## config.mk

```make
export PLATFORM = sky130hd
export DESIGN_NAME = rtcc_control_status
export DESIGN_NICKNAME = d
export VERILOG_FILES = /design/src/design/rtcc_pkg.sv /design/src/design/rtcc_control_status.sv /design/src/design/rtcc_time_step.sv
export SDC_FILE = /design/constraint.sdc
export NUM_CORES = 1
export LEC_CHECK = 0
export BUFFER_PORTS_ARGS = -buffer_cell sky130_fd_sc_hd__buf_2
export CORE_ASPECT_RATIO = 1.2
export CORE_MARGIN = 3
export CORE_UTILIZATION = 50
export DETAILED_ROUTE_END_ITERATION = 12
export GPL_TIMING_DRIVEN = 0
export PLACE_DENSITY = 0.65
export SETUP_SLACK_MARGIN = 0.3
export SYNTH_ARGS = -nofsm -noshare
export SYNTH_HDL_FRONTEND = slang
export SYNTH_SLANG_ARGS = --single-unit
```

## constraint.sdc

```tcl
create_clock -name clock -period 4 [get_ports clock]
set_input_delay 0.2 -clock clock [delete_from_list [all_inputs] [get_ports clock]]
set_output_delay 0.2 -clock clock [all_outputs]
set_load 0.05 [all_outputs]
```

## src/design/rtcc_pkg.sv

```systemverilog
// Purpose: shared constants and types of the clock control/status block
// Assumes: 100 MHz clock, host reaches the block through index/data ports
// Notes:   all time and calendar bytes are BCD
package rtcc_pkg;
   // host port addresses
   localparam logic [7:0] INDEX_PORT       = 8'h70;
   localparam logic [7:0] DATA_PORT        = 8'h71;
   // register indices
   localparam logic [6:0] IDX_SEC          = 7'h00;
   localparam logic [6:0] IDX_TIME_END     = 7'h0a;
   localparam logic [6:0] IDX_CONTROL      = 7'h0b;
   localparam logic [6:0] IDX_FLAGS        = 7'h0c;
   localparam logic [6:0] IDX_VALID        = 7'h0d;
   localparam logic [6:0] IDX_RAM_LO       = 7'h0e;
   localparam logic [6:0] IDX_RAM_HI       = 7'h7f;
   // time array slots: alarm byte sits right after its time byte
   localparam int         TIME_REG_COUNT   = 10;
   localparam int         SLOT_MIN         = 2;
   localparam int         SLOT_HOUR        = 4;
   localparam int         SLOT_DOW         = 6;
   localparam int         SLOT_DATE        = 7;
   localparam int         SLOT_MONTH       = 8;
   localparam int         SLOT_YEAR        = 9;
   // control register bit positions
   localparam int         CTL_SET          = 7;
   localparam int         CTL_PIE          = 6;
   localparam int         CTL_AIE          = 5;
   localparam int         CTL_UIE          = 4;
   localparam int         CTL_H24          = 1;
   localparam int         CTL_DSE          = 0;
   // values seen at power-sense reset and on blocked reads, and the alarm don't-care code
   localparam logic       CTL_POWERUP      = 1'b0;
   localparam logic [7:0] BLOCKED_READ     = 8'hff;
   localparam logic [7:0] ALARM_DONT_CARE  = 8'hc0;
   // bcd calendar codes
   localparam logic [7:0] BCD_59           = 8'h59;
   localparam logic [7:0] BCD_SUNDAY       = 8'h01;
   localparam logic [7:0] BCD_SATURDAY     = 8'h07;
   localparam logic [7:0] BCD_APRIL        = 8'h04;
   localparam logic [7:0] BCD_OCTOBER      = 8'h10;
   localparam logic [7:0] BCD_DECEMBER     = 8'h12;
   localparam logic [7:0] SPRING_LAST_DATE = 8'h07;
   localparam logic [7:0] FALL_FIRST_DATE  = 8'h25;
   localparam logic [7:0] HOUR_1AM         = 8'h01;
   localparam logic [7:0] HOUR_3AM         = 8'h03;
   // update cycle length
   localparam int         CLK_PERIOD_NS    = 10;
   localparam int         UPDATE_TIME_NS   = 2000000;
   localparam int         UPDATE_CYCLES    = UPDATE_TIME_NS / CLK_PERIOD_NS;
   localparam int         UPD_CNT_W        = 18;
   typedef enum logic {UPD_IDLE, UPD_RUN} rtcc_upd_e;
endpackage : rtcc_pkg

```

## src/design/rtcc_control_status.sv

```systemverilog
// Purpose: control, flag and validity registers, update engine and user
//          ram of the clock, behind an index port and a data port
// Assumes: all inputs synchronous to clock; second_tick is one cycle
// Notes:   read data appears on io_rdata the cycle after io_rd
`timescale 1ns/100ps
module rtcc_control_status
   import rtcc_pkg::*;
#(
   parameter int UPD_CYCLES_P = UPDATE_CYCLES
)(
   // clock and resets
   input  wire logic       clock,
   input  wire logic       sys_rst,
   input  wire logic       power_sense_reset_n,
   // host port
   input  wire logic [7:0] io_addr,
   input  wire logic       io_rd,
   input  wire logic       io_wr,
   input  wire logic [7:0] io_wdata,
   output logic      [7:0] io_rdata,
   // time base
   input  wire logic       second_tick,
   input  wire logic [15:0] divider_taps,
   input  wire logic [3:0] periodic_rate_select,
   // status
   output logic            irq_request,
   output logic            update_active
);
   localparam logic [UPD_CNT_W-1:0] UPD_LAST = UPD_CNT_W'(UPD_CYCLES_P - 1);

   // host-visible state
   logic [6:0] index_reg;
   logic       update_inhibit;
   logic       periodic_irq_enable;
   logic       alarm_irq_enable;
   logic       update_end_irq_enable;
   logic       hour_format_select;
   logic       daylight_saving_enable;
   logic       periodic_flag;
   logic       alarm_flag;
   logic       update_end_flag;
   logic       ram_time_valid;
   logic [7:0] time_reg [0:TIME_REG_COUNT-1];
   logic [7:0] ram [IDX_RAM_LO:IDX_RAM_HI];

   // update engine state
   rtcc_upd_e            upd_state;
   logic [UPD_CNT_W-1:0] upd_count;
   logic                 fall_done;
   logic                 tap_prev;

   // decode
   logic       index_wr;
   logic       data_wr;
   logic       data_rd;
   logic       sel_time;
   logic       sel_ctl;
   logic       sel_flg;
   logic       sel_vld;
   logic       sel_ram;
   logic       ctl_wr;
   logic       flg_rd;
   logic       vld_rd;
   logic       time_wr;
   logic       ram_wr;
   logic       inhibit_rise;
   logic       irq_summary_flag;
   logic [7:0] ctl_value;
   logic [7:0] flg_value;
   logic [7:0] vld_value;
   logic [7:0] read_mux;
   logic       tap_sel;
   logic       periodic_event;
   logic       upd_start;
   logic       upd_done;
   logic       alarm_hit;
   logic [2:0] slot_match;

   // next time from the stepper
   logic [7:0] next_sec;
   logic [7:0] next_min;
   logic [7:0] next_hour;
   logic [7:0] next_dow;
   logic [7:0] next_date;
   logic [7:0] next_month;
   logic [7:0] next_year;
   logic       fall_taken;

   // port decode: only the two documented addresses respond
   assign index_wr = io_wr && io_addr == INDEX_PORT;
   assign data_wr  = io_wr && io_addr == DATA_PORT;
   assign data_rd  = io_rd && io_addr == DATA_PORT;

   // index decode
   assign sel_time = index_reg < IDX_TIME_END;
   assign sel_ctl  = index_reg == IDX_CONTROL;
   assign sel_flg  = index_reg == IDX_FLAGS;
   assign sel_vld  = index_reg == IDX_VALID;
   assign sel_ram  = index_reg >= IDX_RAM_LO;

   // strobes; time bytes are shut off while an update runs
   assign ctl_wr  = data_wr && sel_ctl;
   assign flg_rd  = data_rd && sel_flg;
   assign vld_rd  = data_rd && sel_vld;
   assign time_wr = data_wr && sel_time && !update_active;
   assign ram_wr  = data_wr && sel_ram;
   assign inhibit_rise = ctl_wr && io_wdata[CTL_SET] && !update_inhibit;

   // register images; fixed and unused bits read zero
   assign irq_summary_flag = (periodic_flag && periodic_irq_enable) ||
                             (alarm_flag && alarm_irq_enable) ||
                             (update_end_flag &&
                              update_end_irq_enable);
   assign ctl_value = {update_inhibit, periodic_irq_enable,
                       alarm_irq_enable, update_end_irq_enable,
                       1'b0,
                       1'b0,
                       hour_format_select, daylight_saving_enable};
   assign flg_value = {irq_summary_flag, periodic_flag, alarm_flag,
                       update_end_flag, 4'h0};
   assign vld_value = {ram_time_valid, 7'h00};

   // read selection; index 0a belongs to the divider block, reads zero
   always_comb begin
      read_mux = 8'h00;
      if (sel_time) begin
         read_mux = update_active ? BLOCKED_READ
                                  : time_reg[index_reg[3:0]];
      end else if (sel_ctl) begin
         read_mux = ctl_value;
      end else if (sel_flg) begin
         read_mux = flg_value;
      end else if (sel_vld) begin
         read_mux = vld_value;
      end else if (sel_ram) begin
         read_mux = ram[index_reg];
      end
   end

   // periodic source: rising edge of the chosen divider tap
   assign tap_sel = (periodic_rate_select == 4'h0) ? 1'b0
                    : divider_taps[periodic_rate_select];
   assign periodic_event = tap_sel && !tap_prev;

   // update engine strobes
   assign upd_start     = second_tick && !update_inhibit &&
                          upd_state == UPD_IDLE;
   assign upd_done      = upd_state == UPD_RUN && !update_inhibit &&
                          upd_count == UPD_LAST;
   assign update_active = upd_state == UPD_RUN;
   assign irq_request   = irq_summary_flag;

   // alarm compare against the new time: sec, min, hour slots
   assign alarm_hit = &slot_match;
   genvar gi;
   generate
      for (gi = 0; gi < 3; gi++) begin : g_alarm
         logic [7:0] cur;
         logic [7:0] alm;
         assign cur = (gi == 0) ? next_sec :
                      (gi == 1) ? next_min : next_hour;
         assign alm = time_reg[2 * gi + 1];
         assign slot_match[gi] =
            (alm & ALARM_DONT_CARE) == ALARM_DONT_CARE ||
            alm == cur;
      end
   endgenerate

   rtcc_time_step u_step (
      .sec        (time_reg[0]),
      .min        (time_reg[SLOT_MIN]),
      .hour       (time_reg[SLOT_HOUR]),
      .dow        (time_reg[SLOT_DOW]),
      .date       (time_reg[SLOT_DATE]),
      .month      (time_reg[SLOT_MONTH]),
      .year       (time_reg[SLOT_YEAR]),
      .hour_24    (hour_format_select),
      .dst_enable (daylight_saving_enable),
      .fall_done  (fall_done),
      .next_sec   (next_sec),
      .next_min   (next_min),
      .next_hour  (next_hour),
      .next_dow   (next_dow),
      .next_date  (next_date),
      .next_month (next_month),
      .next_year  (next_year),
      .fall_taken (fall_taken)
   );

   // index latch; bit 7 of the written byte is dropped
   always_ff @(posedge clock) begin
      if (sys_rst) begin
         index_reg <= 7'h00;
      end else if (index_wr) begin
         index_reg <= io_wdata[6:0];
      end
   end

   // update cycle: inhibit aborts without touching the time
   always_ff @(posedge clock) begin
      if (sys_rst) begin
         upd_state <= UPD_IDLE;
         upd_count <= '0;
      end else if (upd_state == UPD_IDLE) begin
         upd_count <= '0;
         if (upd_start) begin
            upd_state <= UPD_RUN;
         end
      end else if (update_inhibit || upd_done) begin
         upd_state <= UPD_IDLE;
         upd_count <= '0;
      end else begin
         upd_count <= upd_count + 1'b1;
      end
   end

   // time bytes: host writes when idle, stepper commits at update end
   always_ff @(posedge clock) begin
      if (!power_sense_reset_n) begin
         for (int i = 0; i < TIME_REG_COUNT; i++) begin
            time_reg[i] <= 8'h00;
         end
      end else if (upd_done) begin
         time_reg[0]          <= next_sec;
         time_reg[SLOT_MIN]   <= next_min;
         time_reg[SLOT_HOUR]  <= next_hour;
         time_reg[SLOT_DOW]   <= next_dow;
         time_reg[SLOT_DATE]  <= next_date;
         time_reg[SLOT_MONTH] <= next_month;
         time_reg[SLOT_YEAR]  <= next_year;
      end else if (time_wr) begin
         time_reg[index_reg[3:0]] <= io_wdata;
      end
   end

   // fall-back happens once; re-armed when the month leaves october
   always_ff @(posedge clock) begin
      if (!power_sense_reset_n) begin
         fall_done <= 1'b0;
      end else if (upd_done && fall_taken) begin
         fall_done <= 1'b1;
      end else if (time_reg[SLOT_MONTH] != BCD_OCTOBER) begin
         fall_done <= 1'b0;
      end
   end

   // user ram: no reset, kept alive by the battery supply
   always_ff @(posedge clock) begin
      if (ram_wr) begin
         ram[index_reg] <= io_wdata;
      end
   end

   // bits that survive system reset, defined at power-sense reset
   always_ff @(posedge clock) begin
      if (!power_sense_reset_n) begin
         update_inhibit         <= CTL_POWERUP;
         hour_format_select     <= CTL_POWERUP;
         daylight_saving_enable <= CTL_POWERUP;
      end else if (ctl_wr) begin
         update_inhibit         <= io_wdata[CTL_SET];
         hour_format_select     <= io_wdata[CTL_H24];
         daylight_saving_enable <= io_wdata[CTL_DSE];
      end
   end

   // interrupt enables cleared by system reset
   always_ff @(posedge clock) begin
      if (sys_rst) begin
         periodic_irq_enable   <= 1'b0;
         alarm_irq_enable      <= 1'b0;
         update_end_irq_enable <= 1'b0;
      end else if (ctl_wr) begin
         periodic_irq_enable   <= io_wdata[CTL_PIE];
         alarm_irq_enable      <= io_wdata[CTL_AIE];
         update_end_irq_enable <= io_wdata[CTL_UIE] &&
                                  !inhibit_rise;
      end
   end

   // event flags: a set in the clearing read cycle wins, so no event
   // is lost; the read itself still returns the older image
   always_ff @(posedge clock) begin
      if (sys_rst || !power_sense_reset_n) begin
         periodic_flag   <= 1'b0;
         alarm_flag      <= 1'b0;
         update_end_flag <= 1'b0;
      end else begin
         periodic_flag   <= periodic_event ||
                            (periodic_flag && !flg_rd);
         alarm_flag      <= (upd_done && alarm_hit) ||
                            (alarm_flag && !flg_rd);
         update_end_flag <= upd_done ||
                            (update_end_flag && !flg_rd);
      end
   end

   // divider tap history for edge detection
   always_ff @(posedge clock) begin
      if (sys_rst) begin
         tap_prev <= 1'b1;                 // a tap already high is no edge
      end else begin
         tap_prev <= tap_sel;
      end
   end

   // validity bit: held low under power-sense reset, set by its read
   always_ff @(posedge clock) begin
      if (!power_sense_reset_n) begin
         ram_time_valid <= 1'b0;
      end else if (vld_rd) begin
         ram_time_valid <= 1'b1;
      end
   end

   // read data register; writes to flag or validity index do nothing
   always_ff @(posedge clock) begin
      if (sys_rst) begin
         io_rdata <= 8'h00;
      end else if (data_rd) begin
         io_rdata <= read_mux;
      end
   end
endmodule : rtcc_control_status

```

## src/design/rtcc_time_step.sv

```systemverilog
// Purpose: next-second time and calendar value, with daylight exceptions
// Assumes: inputs hold legal bcd codes
// Notes:   purely combinational; the caller registers the result
`timescale 1ns/100ps
module rtcc_time_step
   import rtcc_pkg::*;
(
   // current time
   input  wire logic [7:0] sec,
   input  wire logic [7:0] min,
   input  wire logic [7:0] hour,
   input  wire logic [7:0] dow,
   input  wire logic [7:0] date,
   input  wire logic [7:0] month,
   input  wire logic [7:0] year,
   // mode
   input  wire logic       hour_24,
   input  wire logic       dst_enable,
   input  wire logic       fall_done,
   // next time
   output logic      [7:0] next_sec,
   output logic      [7:0] next_min,
   output logic      [7:0] next_hour,
   output logic      [7:0] next_dow,
   output logic      [7:0] next_date,
   output logic      [7:0] next_month,
   output logic      [7:0] next_year,
   output logic            fall_taken
);
   function automatic logic [7:0] bcd_inc(input logic [7:0] v);
      if (v[3:0] == 4'h9) begin
         bcd_inc = {v[7:4] + 4'h1, 4'h0};
      end else begin
         bcd_inc = {v[7:4], v[3:0] + 4'h1};
      end
   endfunction : bcd_inc

   logic       leap;
   logic [7:0] days_max;
   logic       at_159;
   logic       spring;
   logic       fall;
   // leap year in bcd: even tens with 0/4/8, odd tens with 2/6
   assign leap = year[4] ? (year[3:0] == 4'h2 || year[3:0] == 4'h6)
                         : (year[3:0] == 4'h0 || year[3:0] == 4'h4 ||
                            year[3:0] == 4'h8);
   assign days_max = (month == 8'h02) ? (leap ? 8'h29 : 8'h28) :
                     (month == 8'h04 || month == 8'h06 ||
                      month == 8'h09 || month == 8'h11) ? 8'h30 : 8'h31;
   assign at_159 = hour == HOUR_1AM && min == BCD_59 && sec == BCD_59;
   assign spring = dst_enable && at_159 && month == BCD_APRIL &&
                   dow == BCD_SUNDAY && date <= SPRING_LAST_DATE;
   assign fall = dst_enable && at_159 && !fall_done &&
                 month == BCD_OCTOBER && dow == BCD_SUNDAY &&
                 date >= FALL_FIRST_DATE;

   // one-second step; 12 h mode keeps the pm flag in bit 7
   always_comb begin
      logic day_roll;
      day_roll   = 1'b0;
      next_sec   = bcd_inc(sec);
      next_min   = min;
      next_hour  = hour;
      next_dow   = dow;
      next_date  = date;
      next_month = month;
      next_year  = year;
      fall_taken = fall;
      if (fall) begin
         next_sec  = 8'h00;
         next_min  = 8'h00;
         next_hour = HOUR_1AM;
      end else if (sec == BCD_59) begin
         next_sec = 8'h00;
         next_min = bcd_inc(min);
         if (min == BCD_59) begin
            next_min = 8'h00;
            if (spring) begin
               next_hour = HOUR_3AM;
            end else if (hour_24) begin
               next_hour = bcd_inc(hour);
               if (hour == 8'h23) begin
                  next_hour = 8'h00;
                  day_roll  = 1'b1;
               end
            end else if (hour[6:0] == 7'h12) begin
               next_hour = {hour[7], 7'h01};
            end else if (hour[6:0] == 7'h11) begin
               next_hour = {~hour[7], 7'h12};
               day_roll  = hour[7];
            end else begin
               next_hour = bcd_inc(hour);
            end
         end
      end
      if (day_roll) begin
         next_dow  = (dow == BCD_SATURDAY) ? BCD_SUNDAY : bcd_inc(dow);
         next_date = bcd_inc(date);
         if (date == days_max) begin
            next_date  = 8'h01;
            next_month = bcd_inc(month);
            if (month == BCD_DECEMBER) begin
               next_month = 8'h01;
               next_year  = (year == 8'h99) ? 8'h00 : bcd_inc(year);
            end
         end
      end
   end
endmodule : rtcc_time_step

```

==> summary.md <==
| Metric | Value |
|---|---|
| Outcome | finished clean |
| Yosys reg bits | 1,093 |
| Die area | 94,400 sq um |
| Slew Limit Fails | 0 |
| Most common cell on crit path | nand2_1 |
| Initial Util | 0.506 |
| Pre-antenna DRT Iters | 6 |
| Drt total wl | 125,000 um |
| Layout Nets | 2,750 |
| Hold Fails Final Rpt | 0 |
| Area Growth Syn to Fin | 13.4% |
| Pwr dens | 447 nW/um^2 |
| Finished Cell Area | 51,400 sq um |
| I/O pins | 52 |
| Critical path data arrival time | 4.12 ns |
| Crit path time final | 3.85 ns |
| Share of the synthesized area in the top cell type | 0.688 |
| CP Max Fanout | 10 |
| CTS clk-pin slew, worst paths | 0.07 ns |
| Die W | 281 um |
| Area leader, netlist | edfxtp_1 |
| Clock latency on the worst-skew pair | 0.68 ns |
| Initial detailed-routing violation count | 3,218 |
| Share of cells above drive strength 1 | 0.249 |
| Clock Sinks | 1,093 |
| Detailed Place HPWL | 84,900 um |
| Placed cell count | 3,719 |
| Clock root buffer | clkbuf_16 |
| Core area | 89,600 sq um |
| Max-Cap Viols | 0 |
| Area contributors post-synth | edfxtp_1 (69%), mux4_2 (15%), dfxtp_1 (2.3%), nor2_1 (2.0%), mux2i_1 (1.3%) |
| Hold Crit Class | in -> reg |
| CP Launch Type | flop |
| Avg Cell Area, Syn | 18.5 sq um |
| Critical path cell sequence | clkbuf_1, nor3_2, nand2_1, nand2_1, nor2_1, nand2_1, clkbuf_1, nor2_1 |
| YS warnings | 0 |
| Mapped Area | 45,400 sq um |
| Total power | 23.0 mW |
| Most frequent cells in the layout | edfxtp_1 (1,040), mux4_2 (307), nor2_1 (197), clkbuf_16 (106), nand2_1 (93) |
| Largest net degree at the start of global routing | 92 |
| Type of the worst setup path | reg -> reg |
| Fmax | 260 MHz |
| Max-slew headroom | 0.149 |
| Buffers on Ports | 50 |
| Antenna violations before repair | 0 |
| Placed instance area | 47,500 sq um |
| Number of global-route vias before repair | 25,500 |
| Drt via density | 6.39 |
| Rows | 120 |
| Synth Flop Type | edfxtp_1 |
| RSZ-0062 raised after global routing | true |
| Comb power frac | 0.021 |
| Synth cell types | 81 |
| Power share of the sequential group | 0.549 |
| FFs w/ async S/R, synth | 0 |
| Sw Share | 0.201 |
| Critical path's largest stage delay | 0.96 ns |
| First-pass GRT wire length | 179,000 um |
| P_sw | 4.62 mW |
| R2r setup slk | 0.15 ns |
| Ratio of final minimum period to clock period | 0.962 |
| Worst VDD drop | 0.339 mV |
| Max FFs per register | 912 |
| Critical Path RT | 4.27 ns |
| CTS Buffer Depth | 3 |
| Die Y | 336 um |
| # DRC | 0 |
| Worst clock skew | 0.0366 ns |
| Buf/Inv on CP | 2 |
| Non-Filler Instances | 3,926 |
| Crit. End Element | flop |
| Syn Inst Count | 2,455 |
| Clock share of power | 0.430 |
| Lkg Pwr | 15.9 nW |
| Register area share after synthesis | 0.712 |
| Post-synth EDFFs | 1,040 |
| Total number of vias | 25,100 |
| CTS H-Tree Depth | 3 |
| WL/cell | 31.9 um |
| Total grt overflow | 0 |
| Detail Route Antenna Nets | 0 |
| Antenna Cells | 0 |
| Clock tree from TritonCTS | yes |
| Slowest CP cell | clkbuf_1 |
| Clock buffer count from CTS | 105 |
| Worst slew pin tran | 1.28 ns |
| Commonest non-fill, non-tap cell in the layout | edfxtp_1 |
| Internal | 18.4 mW |
| Total GRT Usage | 0.269 |
| Family with the most delay on the worst path | simple AND/OR/NAND/NOR gates |
| Setup violators final | 0 |
| GPL Wtd Cong | 0.924 |
-- synth_stat cells, types with 7 or more instances --
| master | instances |
|---|---|
| a2111oi_0 | 8 |
| a211oi_1 | 7 |
| a21oi_1 | 26 |
| a221oi_1 | 9 |
| a22oi_1 | 10 |
| a31oi_1 | 8 |
| and2_1 | 16 |
| and3_1 | 12 |
| buf_2 | 42 |
| buf_4 | 14 |
| clkbuf_1 | 58 |
| dfxtp_1 | 53 |
| edfxtp_1 | 1040 |
| ha_1 | 29 |
| inv_1 | 36 |
| mux2i_1 | 59 |
| mux4_2 | 307 |
| nand2_1 | 93 |
| nand2b_1 | 18 |
| nand3_1 | 49 |
| nand4_1 | 7 |
| nor2_1 | 240 |
| nor2b_1 | 16 |
| nor3_1 | 22 |
| nor4_1 | 11 |
| o21a_1 | 9 |
| o21ai_0 | 39 |
| o22ai_1 | 45 |
| or3_1 | 7 |
| xnor2_1 | 19 |
| xor2_1 | 28 |
-- layout make-up --
cell class / count / area [sq um]
fill: 6676 / 38200
sequential: 1093 / 32300
multi-input combinational: 1246 / 12800
clock buffer: 129 / 2780
tap: 1159 / 1450
buffer: 125 / 785
clock inverter: 66 / 636
timing repair buffer: 70 / 596
inverter: 38 / 143
-- worst reg2reg max path, cell delays in order (launching register included) --
cell	delay [ns]
dfxtp_1	0.30
clkbuf_1	0.22
nor3_2	0.48
nand2_1	0.39
nand2_1	0.19
nor2_1	0.12
nand2_1	0.22
clkbuf_1	0.97
nor2_1	0.55
-- stage by stage --
step                      utilization  setup TNS (ns)  hold WS, ns  setup slack [ns]
after global placement          0.527           -8.29        0.434            -0.899
after floorplan                     -               0        0.290             0.731
after global routing            0.574               0       0.0377             0.114
final                           0.574               0       0.0359             0.153
after detailed placement        0.530          -13.25        0.464            -0.909
after CTS                       0.571               0       0.0120             0.139
-- timing repair --
| action | in CTS | in global routing |
|---|---|---|
| pin swaps | 2 | 0 |
| buffers inserted | 5 | 1 |
| endpoints found under the setup margin | 654 | 431 |
| hold endpoints to repair | 87 | 0 |
| gates resized for setup | 78 | 76 |
| hold buffers | 6 | 0 |
-- path summary, 6_finish.rpt --
| path | depth (start not counted) | end | start |
|---|---|---|---|
| worst min-delay path | 1 | ram[110][1]$_DFFE_PP_ | io_wdata[1] |
| worst min register to register | 1 | upd_count[0]$_SDFF_PP0_ | upd_count[0]$_SDFF_PP0_ |
| worst max-delay path | 8 | ram[61][3]$_DFFE_PP_ | index_reg[6]$_SDFFE_PP0P_ |
| worst max register to register | 8 | ram[61][3]$_DFFE_PP_ | index_reg[6]$_SDFFE_PP0P_ |
-- kinds of logic (layout without fill, tap and decap cells) --
group | after synthesis | in the layout | synth area share
DFF | 1093 | 1093 | 0.712
and+or+nand+nor | 537 | 537 | 0.0561
muxes | 369 | 369 | 0.166
AOI/OAI and AO/OA | 216 | 216 | 0.0321
buffers and inverters | 163 | 428 | 0.0166
xor gates and xnor gates | 47 | 47 | 0.00907
adders and majority gates | 29 | 29 | 0.00800
other | 1 | 48 | 0.0000827
-- layer usage --
layer  up-vias  track usage  share of wire
met1     13100        0.334           0.36
met5         -            0              0
met3       269       0.0403          0.071
met4         0        0.144          0.055
met2      1256        0.458           0.51
li1      10400            -              -
-- power by group through the flow --
stage          clock (mW)  combinational [mW]  sequential (mW)
6_report             9.89               0.473             12.6
5_1_grt              10.5               0.508             12.6
4_1_cts              10.0               0.466             12.6
3_5_place_dp            0               0.457             12.9
3_3_place_gp            0               0.407             12.9
2_1_floorplan           0               0.172             12.8
No activity file was read; power rests on OpenSTA's default activity.
